[config.mk]
export PLATFORM = sky130hd
export DESIGN_NAME = operating_mode_sequencer
export DESIGN_NICKNAME = d
export VERILOG_FILES = /design/src/rtl/mode_seq_pkg.sv /design/src/rtl/level_sync.sv /design/src/rtl/operating_mode_sequencer.sv
export SDC_FILE = /design/constraint.sdc
export NUM_CORES = 1
export LEC_CHECK = 0
export BUFFER_PORTS_ARGS = -buffer_cell sky130_fd_sc_hd__clkbuf_2
export CORE_MARGIN = 2
export CORE_UTILIZATION = 49
export CTS_CLUSTER_DIAMETER = 30
export DETAILED_ROUTE_END_ITERATION = 10
export PLACE_DENSITY = 0.79
export SLEW_MARGIN = 20
export SYNTH_ARGS = -nofsm -noshare
export SYNTH_HDL_FRONTEND = slang
export SYNTH_HIERARCHICAL = 1
export SYNTH_SLANG_ARGS = --single-unit
[constraint.sdc]
create_clock -name clk -period 2.7 [get_ports clk]
set_clock_uncertainty 0.15 [all_clocks]
set_input_delay 0.81 -clock clk [delete_from_list [all_inputs] [get_ports clk]]
set_output_delay 0.81 -clock clk [all_outputs]
set_load 0.05 [all_outputs]
[src/rtl/mode_seq_pkg.sv]
package mode_seq_pkg;

    // ------------------------------------------------------------------
    // Operating modes and timing
    // ------------------------------------------------------------------

    // The four device modes.
    typedef enum logic [1:0] {
        MODE_SHUTDOWN,
        MODE_SLEEP,
        MODE_OPERATING,
        MODE_FAULT
    } mode_e;

    // Number of fault sources handled by the sequencer.
    localparam int NUM_FAULTS = 4;

    // Default delays in microseconds, converted to cycles at 50 MHz.
    localparam int CLK_MHZ = 50;
    localparam int STARTUP_US = 100;
    localparam int WAKE_US = 100;
    localparam int SLEEP_US = 20;
    localparam int SHDN_US = 10;
    localparam int RCVR_US = 50;
    localparam int STARTUP_CYC = STARTUP_US * CLK_MHZ;
    localparam int WAKE_CYC = WAKE_US * CLK_MHZ;
    localparam int SLEEP_CYC = SLEEP_US * CLK_MHZ;
    localparam int SHDN_CYC = SHDN_US * CLK_MHZ;
    localparam int RCVR_CYC = RCVR_US * CLK_MHZ;

    // Width of the shared delay counter.
    localparam int CNT_W = 16;

    // Reset value of the synchroniser stages.
    localparam logic SYNC_RST = 1'b0;

    // Block enables driven toward the analog supplies and the driver.
    typedef struct packed {
        logic main_regulator;   // Main regulator enable.
        logic aux_regulator;    // Auxiliary regulator enable.
        logic aux_clamp;        // Clamp feeding the aux supply rail.
        logic buck_boost;       // Buck-boost chain: converter, pump, drive.
        logic driver;           // Gate driver outputs follow controls.
    } enables_s;

    // Per-fault-source active-low disable masks for the buck-boost, driver and aux regulator.
    typedef struct packed {
        logic buck_boost_n;     // Low disables the buck-boost chain.
        logic driver_n;         // Low disables the gate driver.
        logic aux_regulator_n;  // Low disables the auxiliary regulator.
    } fault_mask_s;

endpackage : mode_seq_pkg

[src/rtl/level_sync.sv]
`timescale 1ns/1ps
`default_nettype none

// ----------------------------------------------------------------------
// Two-stage synchroniser for slow levels
// ----------------------------------------------------------------------

module level_sync
    import mode_seq_pkg::*;
#(
    parameter int WIDTH = 1
) (
    input wire logic clk,               // System clock.
    input wire logic rstn,              // Async reset, active low.
    input wire logic [WIDTH-1:0] d,     // Asynchronous level inputs.
    output logic [WIDTH-1:0] q          // Synchronised levels.
);

    logic [WIDTH-1:0] meta;  // First stage, read only by the second.
    logic [WIDTH-1:0] next_meta;
    logic [WIDTH-1:0] next_q;

    // Next values are just a shift along the chain.
    always_comb begin
        next_meta = d;
        next_q = meta;
    end

    // Both stages reset to a constant low level.
    always_ff @(posedge clk or negedge rstn) begin
        if (!rstn) begin
            meta <= {WIDTH{SYNC_RST}};
            q <= {WIDTH{SYNC_RST}};
        end else begin
            meta <= next_meta;
            q <= next_q;
        end
    end

endmodule : level_sync
`default_nettype wire

[src/rtl/operating_mode_sequencer.sv]
// Operation
// (RULE1) Exactly four modes, one active at once.
// (RULE2) Supply below falling threshold means shutdown.
// (RULE3) Shutdown: only main regulator, aux clamp on.
// (RULE4) Sleep: driver disabled, control inputs ignored.
// (RULE5) Sleep: buck-boost off, main and aux on.
// (RULE6) Operating: buck-boost on, main off, driver follows.
// (RULE7) Operating only while no fault present.
// (RULE8) Fault mode reports on fault_out_n.
// (RULE9) Fault mode block enables depend on source.
// (RULE10) Shutdown to sleep after startup delay.
// (RULE11) Enable held high: operating after wake delay.
// (RULE12) Enable held low: sleep after entry delay.
// (RULE13) Supply loss: shutdown, delayed from sleep/fault.
// (RULE14) Any fault in operating enters fault mode.
// (RULE15) Fault cleared: operating after recovery delay.
// (RULE16) Further faults accepted, disables ANDed together.
// (RULE17) Enable low in fault: sleep after recovery.
// (RULE18) Enable synchronised; delays are build parameters.
// (RULE19) Reset held low supply; starts in shutdown.
`timescale 1ns/1ps
`default_nettype none

module operating_mode_sequencer
    import mode_seq_pkg::*;
#(
    parameter int NF = NUM_FAULTS,
    parameter int STARTUP_CYCLES = STARTUP_CYC,
    parameter int WAKE_CYCLES = WAKE_CYC,
    parameter int SLEEP_CYCLES = SLEEP_CYC,
    parameter int SHDN_CYCLES = SHDN_CYC,
    parameter int RCVR_CYCLES = RCVR_CYC
) (
    input wire logic clk,                    // 50 MHz logic clock.
    input wire logic rstn,                   // Async reset, active low.
    input wire logic supply_ok,              // Supply above POR, async pin.
    input wire logic enable_in,              // Host enable level, async pin.
    input wire logic [NF-1:0] fault_in,      // Fault levels, same clock.
    input wire fault_mask_s [NF-1:0] fault_mask, // Per-source disables.
    input wire logic high_side_control_in,   // High-side control input.
    input wire logic low_side_control_in,    // Low-side control input.
    output mode_e mode,                      // Current mode.
    output enables_s enables,                // Block enables.
    output logic high_side_drive,            // Gated high-side command.
    output logic low_side_drive,             // Gated low-side command.
    output logic fault_out_n,                // Fault report, active low.
    output logic [NF-1:0] fault_status       // Latched fault sources.
);

    // ------------------------------------------------------------------
    // Input synchronisation
    // ------------------------------------------------------------------

    logic [1:0] sync_q;  // Synchronised supply_ok and enable.
    logic supply_s;      // Supply good after synchronisation.
    logic enable_s;      // Host enable after synchronisation.

    // Both pins are asynchronous to clk, so they pass two flops first.
    level_sync #(.WIDTH(2)) u_sync ( // RULE18
        .clk(clk),
        .rstn(rstn),
        .d({supply_ok, enable_in}),
        .q(sync_q)
    );

    assign supply_s = sync_q[1];
    assign enable_s = sync_q[0];

    // ------------------------------------------------------------------
    // Mode state machine
    // ------------------------------------------------------------------

    // Converts a cycle count parameter into the counter width.
    function automatic logic [CNT_W-1:0] cyc(input int n);
        cyc = (n < 1) ? CNT_W'(0) : CNT_W'(n - 1);
    endfunction : cyc

    mode_e next_mode;              // Next mode value.
    logic [CNT_W-1:0] cnt;         // Delay counter for pending moves.
    logic [CNT_W-1:0] next_cnt;
    logic any_fault;               // Any fault source is active.

    assign any_fault = |fault_in;

    // One process picks the next mode; a pending move counts its delay
    // and the count clears only when no move is pending, so a glitch on the
    // host enable does not half-complete a transition outside fault mode.
    always_comb begin
        next_mode = mode;
        next_cnt = '0;
        case (mode)
            MODE_SHUTDOWN: begin
                if (supply_s) begin
                    if (cnt == cyc(STARTUP_CYCLES)) begin
                        next_mode = MODE_SLEEP; // RULE10
                    end else begin
                        next_cnt = cnt + CNT_W'(1);
                    end
                end
            end
            MODE_SLEEP: begin
                if (!supply_s) begin
                    if (cnt == cyc(SHDN_CYCLES)) begin
                        next_mode = MODE_SHUTDOWN; // RULE13
                    end else begin
                        next_cnt = cnt + CNT_W'(1);
                    end
                end else if (enable_s) begin
                    if (cnt == cyc(WAKE_CYCLES)) begin
                        next_mode = MODE_OPERATING; // RULE11
                    end else begin
                        next_cnt = cnt + CNT_W'(1);
                    end
                end
            end
            MODE_OPERATING: begin
                // Supply loss from operating is immediate.
                if (!supply_s) begin
                    next_mode = MODE_SHUTDOWN; // RULE13
                end else if (any_fault) begin
                    next_mode = MODE_FAULT; // RULE14 RULE7
                end else if (!enable_s) begin
                    if (cnt == cyc(SLEEP_CYCLES)) begin
                        next_mode = MODE_SLEEP; // RULE12
                    end else begin
                        next_cnt = cnt + CNT_W'(1);
                    end
                end
            end
            MODE_FAULT: begin
                if (!supply_s) begin
                    if (cnt == cyc(SHDN_CYCLES)) begin
                        next_mode = MODE_SHUTDOWN; // RULE13
                    end else begin
                        next_cnt = cnt + CNT_W'(1);
                    end
                end else if (!enable_s) begin
                    // Sleep request wins over recovery, even mid-fault.
                    if (cnt == cyc(RCVR_CYCLES)) begin
                        next_mode = MODE_SLEEP; // RULE17
                    end else begin
                        next_cnt = cnt + CNT_W'(1);
                    end
                end else if (!any_fault) begin
                    if (cnt == cyc(RCVR_CYCLES)) begin
                        next_mode = MODE_OPERATING; // RULE15
                    end else begin
                        next_cnt = cnt + CNT_W'(1);
                    end
                end
            end
            default: begin
                next_mode = MODE_SHUTDOWN;
            end
        endcase
    end

    // Reset always lands in shutdown; the supply monitor holds rstn low
    // while the supply is under the threshold.
    always_ff @(posedge clk or negedge rstn) begin
        if (!rstn) begin
            mode <= MODE_SHUTDOWN; // RULE19 RULE2 RULE1
            cnt <= '0;
        end else begin
            mode <= next_mode;
            cnt <= next_cnt;
        end
    end

    // ------------------------------------------------------------------
    // Fault latch and combined disables
    // ------------------------------------------------------------------

    logic [NF-1:0] next_fault_status;  // Next latched sources.
    fault_mask_s combined;             // AND of active source masks.

    // Sources stay latched through fault mode, new ones add in; the
    // latch clears on the very edge that leaves fault mode, so the
    // status never outlives the mode that it describes.
    always_comb begin
        next_fault_status = fault_status;
        if (next_mode == MODE_FAULT) begin
            next_fault_status = fault_status | fault_in; // RULE16
        end else begin
            next_fault_status = '0;
        end
    end

    always_ff @(posedge clk or negedge rstn) begin
        if (!rstn) begin
            fault_status <= '0;
        end else begin
            fault_status <= next_fault_status;
        end
    end

    // Active-low disables from every active source are ANDed.
    always_comb begin
        combined = '1;
        for (int i = 0; i < NF; i++) begin
            if (fault_status[i] || fault_in[i]) begin
                combined = combined & fault_mask[i]; // RULE16
            end
        end
    end

    // ------------------------------------------------------------------
    // Outputs
    // ------------------------------------------------------------------

    enables_s next_enables;   // Next block enables.
    logic next_fault_out_n;   // Next fault report.
    logic next_hs;            // Next gated high-side command.
    logic next_ls;            // Next gated low-side command.

    // Enables follow the mode being entered, so they change with it.
    always_comb begin
        next_enables = '0;
        next_fault_out_n = 1'b1;
        case (next_mode)
            MODE_SHUTDOWN: begin
                next_enables.main_regulator = 1'b1; // RULE3
                next_enables.aux_clamp = 1'b1;
            end
            MODE_SLEEP: begin
                next_enables.main_regulator = 1'b1; // RULE5
                next_enables.aux_regulator = 1'b1;
            end
            MODE_OPERATING: begin
                next_enables.aux_regulator = 1'b1; // RULE6
                next_enables.buck_boost = 1'b1;
                next_enables.driver = 1'b1;
            end
            MODE_FAULT: begin
                // Fault source decides what survives.
                next_enables.aux_regulator = combined.aux_regulator_n; // RULE9
                next_enables.aux_clamp = ~combined.aux_regulator_n;
                next_enables.buck_boost = combined.buck_boost_n;
                next_enables.driver = combined.driver_n;
                next_fault_out_n = 1'b0; // RULE8
            end
            default: begin
                next_enables = '0;
            end
        endcase
        // Driver commands pass only while the driver is enabled.
        next_hs = next_enables.driver & high_side_control_in; // RULE4
        next_ls = next_enables.driver & low_side_control_in;
    end

    always_ff @(posedge clk or negedge rstn) begin
        if (!rstn) begin
            enables <= '{main_regulator: 1'b1, aux_regulator: 1'b0,
                         aux_clamp: 1'b1, buck_boost: 1'b0, driver: 1'b0};
            fault_out_n <= 1'b1;
            high_side_drive <= 1'b0;
            low_side_drive <= 1'b0;
        end else begin
            enables <= next_enables;
            fault_out_n <= next_fault_out_n;
            high_side_drive <= next_hs;
            low_side_drive <= next_ls;
        end
    end

    // ------------------------------------------------------------------
    // Checks
    // ------------------------------------------------------------------

    chk_fault_entry: assert property (@(posedge clk) // RULE14
        disable iff (!rstn)
        (mode == MODE_OPERATING && supply_s && any_fault)
        |=> (mode == MODE_FAULT))
        else $error("fault in operating did not enter fault mode");

    chk_fault_report: assert property (@(posedge clk) // RULE8
        disable iff (!rstn)
        (mode == MODE_FAULT) |-> !fault_out_n)
        else $error("fault mode without fault report");

    chk_sleep_driver: assert property (@(posedge clk) // RULE4
        disable iff (!rstn)
        (mode == MODE_SLEEP) |-> !high_side_drive && !low_side_drive)
        else $error("driver active in sleep");

    chk_sleep_supply: assert property (@(posedge clk) // RULE5
        disable iff (!rstn)
        (mode == MODE_SLEEP) |-> enables.main_regulator
        && enables.aux_regulator && !enables.buck_boost)
        else $error("sleep enables wrong");

    chk_oper_supply: assert property (@(posedge clk) // RULE6
        disable iff (!rstn)
        (mode == MODE_OPERATING) |-> !enables.main_regulator
        && enables.buck_boost && enables.driver)
        else $error("operating enables wrong");

    chk_shdn_supply: assert property (@(posedge clk) // RULE3
        disable iff (!rstn)
        (mode == MODE_SHUTDOWN) |-> enables.main_regulator
        && enables.aux_clamp && !enables.aux_regulator && !enables.driver)
        else $error("shutdown enables wrong");

    chk_oper_drop: assert property (@(posedge clk) // RULE13
        disable iff (!rstn)
        (mode == MODE_OPERATING && !supply_s) |=> (mode == MODE_SHUTDOWN))
        else $error("operating did not drop to shutdown");

    chk_no_skip: assert property (@(posedge clk) // RULE10
        disable iff (!rstn)
        ($past(mode) == MODE_SHUTDOWN)
        |-> (mode == MODE_SHUTDOWN || mode == MODE_SLEEP))
        else $error("shutdown left for a wrong mode");

    chk_wake_delay: assert property (@(posedge clk) // RULE11
        disable iff (!rstn)
        (mode == MODE_SLEEP && $past(mode) != MODE_SLEEP) |=>
        (mode != MODE_OPERATING))
        else $error("wake without delay");

    // The entry checks below assume every delay is two cycles or more.
    chk_sleep_delay: assert property (@(posedge clk) // RULE12
        disable iff (!rstn)
        (mode == MODE_OPERATING && $past(mode) != MODE_OPERATING)
        |=> (mode != MODE_SLEEP))
        else $error("sleep entered without delay");

    chk_fault_hold: assert property (@(posedge clk) // RULE15 RULE17
        disable iff (!rstn)
        (mode == MODE_FAULT && $past(mode) != MODE_FAULT)
        |=> (mode == MODE_FAULT))
        else $error("fault mode left without delay");

    chk_sleep_hold: assert property (@(posedge clk) // RULE12
        disable iff (!rstn)
        (mode == MODE_SLEEP && supply_s && !enable_s)
        |=> (mode == MODE_SLEEP))
        else $error("sleep left while enable low");

    chk_status_clear: assert property (@(posedge clk) // RULE16
        disable iff (!rstn)
        (mode != MODE_FAULT) |-> (fault_status == '0))
        else $error("fault status kept outside fault mode");

    cov_wake: cover property (@(posedge clk) disable iff (!rstn)
        $past(mode) == MODE_SLEEP && mode == MODE_OPERATING);
    cov_fault: cover property (@(posedge clk) disable iff (!rstn)
        $past(mode) == MODE_OPERATING && mode == MODE_FAULT);
    cov_recover: cover property (@(posedge clk) disable iff (!rstn)
        $past(mode) == MODE_FAULT && mode == MODE_OPERATING);
    cov_sleep: cover property (@(posedge clk) disable iff (!rstn)
        $past(mode) == MODE_OPERATING && mode == MODE_SLEEP);
    cov_fault_sleep: cover property (@(posedge clk) disable iff (!rstn)
        $past(mode) == MODE_FAULT && mode == MODE_SLEEP);

endmodule : operating_mode_sequencer
`default_nettype wire

==> summary.md <==
| Metric | Value |
|---|---|
| Status | `completed` |
| Initial antenna violation count | `0` |
| Largest net degree at the start of global routing | `35` |
| Maximum clock path buffer count | `2` |
| Final Max Slew Viols | `0` |
| Most used DFF post-synth | `dfrtp_1` |
| R2R cell count | `8` |
| 1st-pass router iterations | `4` |
| Num CTS Buffers | `5` |
| Die height | `64.3 um` |
| Layout cells sized above 1 | `0.369` |
| Max-cap violations | `0` |
| Reg clk slew, reported paths | `~0.10 ns` |
| Power density over cell area | `419 mW/mm^2` |
| Synth area leader | `dfrtp_1` |
| Final net count | `242` |
| DP HPWL | `2830 um` |
| DR WL/cell | `15.0 um` |
| Reg2Reg Launch Point | `cnt[0]$_DFF_PN0_` |
| CTS root buf | `clkbuf_4` |
| Reg2reg end | `enables[3]$_DFF_PN0_` |
| Design area | `between 0.002 and 0.0025 mm^2` |
| PortBufs | `35` |
| Htree depth | `2` |
| CTS Hold Buffers Added | `0` |
| Fmax | `~380 MHz` |
| Final setup fails | `0` |
| Core ar. | `0.00342 mm^2` |
| Mapped cell area | `between 0.0015 and 0.002 mm^2` |
| Die area | `around 0.0041 mm^2` |
| Commonest non-fill, non-tap cell in the layout | `clkbuf_2` |
| CP Capture Type | `register` |
| Tmin final | `2.65 ns` |
| Async SR Flop Fraction | `1.00` |
| EDFF count, synth | `0` |
| Mapped Nets | `194` |
| R2r setup slk | `0.05 ns` |
| Hold_ws | `approximately 0.21 ns` |
| Gp weighted congestion | `roughly 0.89` |
| FF+latch count, synth | `34` |
| N_diodes | `0` |
| Ports | `36` |
| Commonest non-fill, non-tap cells in the layout | `clkbuf_2, dfrtp_1, nor2_1` |
| Worst-margin pin slew | `0.834 ns` |
| Crit path launch type | `register` |
| Worst Setup EP | `enables[3]$_DFF_PN0_` |
| First-pass GRT wire length | `6820 um` |
| Initial Util | `0.521` |
| Critical Path AT | `~2.7 ns` |
| Congestion Overflow GR | `0` |
| Vias | `between 1000 and 1500` |
| Slew margin rel. | `0.444` |
| Vias in the first global route | `roughly 1500` |
| Vias per cell | `5.66` |
| Worst-Skew Late Latency | `0.34 ns` |
| Tcrit/Tclk final | `0.982` |
| Remaining DRCs | `0` |
| Cell Area, Placed | `0.00208 mm^2` |
| Leak Pwr | `0.953 nW` |
| Critical Path Source | `cnt[0]$_DFF_PN0_` |
| Top cell type's share of synthesized area | `0.436` |
| FP Rows | `21` |
| CTS tree | `done` |
| Critical path peak fanout | `4` |
| WL final | `about 4000 um` |
| Synth area leaders | `dfrtp_1, a21oi_2, dfstp_2, xor2_1, nor2_1` |
| Syn Area/Cell | `10.6 um^2` |
| Max IR drop VDD | `213 uV` |
| Cells after synthesis | `168` |
| Total track usage | `0.215` |
| Hold Vio Cnt, Final | `0` |
| Detailed Route Iter0 Violations | `121` |
| Yosys cell types | `45` |
| Die X | `about 64 um` |
| Yosys warning total | `6` |
| Setup TNS | `0 ns` |
| Worst EP required | `2.79 ns` |
| Crit Path Category | `reg2reg` |
| CTS Sinks | `34` |
| Sequential fraction of the synthesis area | `0.480` |
| DRT antenna net count | `0` |
| Worst min path class | `reg2reg` |
| Layout area overhead | `21.1%` |
==> through the flow <==
step	util	cells	setup slack, ns	total power, W
final	0.631	263	0.0499	0.000904
after global routing	0.631	263	-0.0378	0.000961
after CTS	0.623	261	0.0505	0.000904
after detailed placement	0.608	253	-0.243	0.000632
after global placement	0.608	253	-0.166	0.000627
after floorplan	-	168	-0.130	0.000588
==> logic make-up after synthesis <==
family / count (synthesis) / synth area share
adders and majority gates: 4 / 0.0281
and+or+nand+nor: 66 / 0.221
buffers and inverters: 11 / 0.0351
AOI/OAI and AO/OA: 39 / 0.167
DFF: 34 / 0.480
xor gates and xnor gates: 14 / 0.0689
==> Yosys cell counts, types with 5 or more instances <==
| cell | instances |
|---|---|
| nand2_1 | 8 |
| a21oi_2 | 10 |
| nand3_1 | 6 |
| inv_1 | 5 |
| nand4_1 | 6 |
| xor2_1 | 8 |
| xnor2_1 | 6 |
| a21oi_1 | 9 |
| dfrtp_1 | 31 |
| nor2_1 | 18 |
==> timing repair <==
| item | 4_1_cts | 5_1_grt |
|---|---|---|
| buffers inserted | 0 | 2 |
| pin swaps | 0 | 2 |
| resized for setup | 1 | 2 |
| endpoints found under the setup margin | 8 | 9 |
==> worst max-delay path: stages (launching register included) <==
cell and delay [ns]:
dfrtp_1 0.41, ha_2 0.22, nor4b_1 0.38, nand4_1 0.26
o311ai_1 0.41, o211ai_1 0.20, ha_4 0.28, o21ba_4 0.20
nor2_1 0.03
==> where the power goes <==
part           internal (W)  switching, W  leakage [nW]
combinational     0.0000471     0.0000480         0.480
sequential         0.000522     0.0000171         0.441
clock             0.0000991      0.000171        0.0320
==> layer usage <==
| layer | share of wire | GRT usage | up-vias |
|---|---|---|---|
| li1 | - | - | 714 |
| met5 | 0 | 0 | - |
| met1 | 0.42 | 0.260 | 735 |
| met4 | 0.020 | 0.0878 | 0 |
| met2 | 0.52 | 0.354 | 31 |
| met3 | 0.044 | 0.0687 | 9 |
==> state kept, by name (all words and copies together) (netlist names), 2 cells and up <==
| name | flops |
|---|---|
| cnt | 16 |
| enables | 5 |
| fault_status | 4 |
| mode | 2 |
| u_sync/meta | 2 |
| u_sync/q | 2 |
==> worst min-delay path by stage <==
stage | startpoint | end | slack, ns | depth (start not counted)
after floorplan | u_sync/meta[0]$_DFF_PN0_ | u_sync/q[0]$_DFF_PN0_ | 0.18 | 0
after global placement | u_sync/meta[1]$_DFF_PN0_ | u_sync/q[1]$_DFF_PN0_ | 0.18 | 0
after detailed placement | u_sync/meta[1]$_DFF_PN0_ | u_sync/q[1]$_DFF_PN0_ | 0.19 | 0
after CTS | u_sync/meta[1]$_DFF_PN0_ | u_sync/q[1]$_DFF_PN0_ | 0.21 | 0
after global routing | u_sync/meta[0]$_DFF_PN0_ | u_sync/q[0]$_DFF_PN0_ | 0.22 | 0
final | u_sync/meta[1]$_DFF_PN0_ | u_sync/q[1]$_DFF_PN0_ | 0.21 | 0
==> cell type report <==
| type | instances | area [um^2] |
|---|---|---|
| multi-input cells | 123 | 908 |
| clock inverters | 2 | 10.0 |
| fillers | 280 | 1260 |
| inverters | 5 | 18.8 |
| repair buffers | 47 | 265 |
| flip-flops and latches | 34 | 855 |
| well taps | 46 | 57.6 |
| clock buffers | 6 | 41.3 |
No activity file was read; power rests on OpenSTA's default activity.
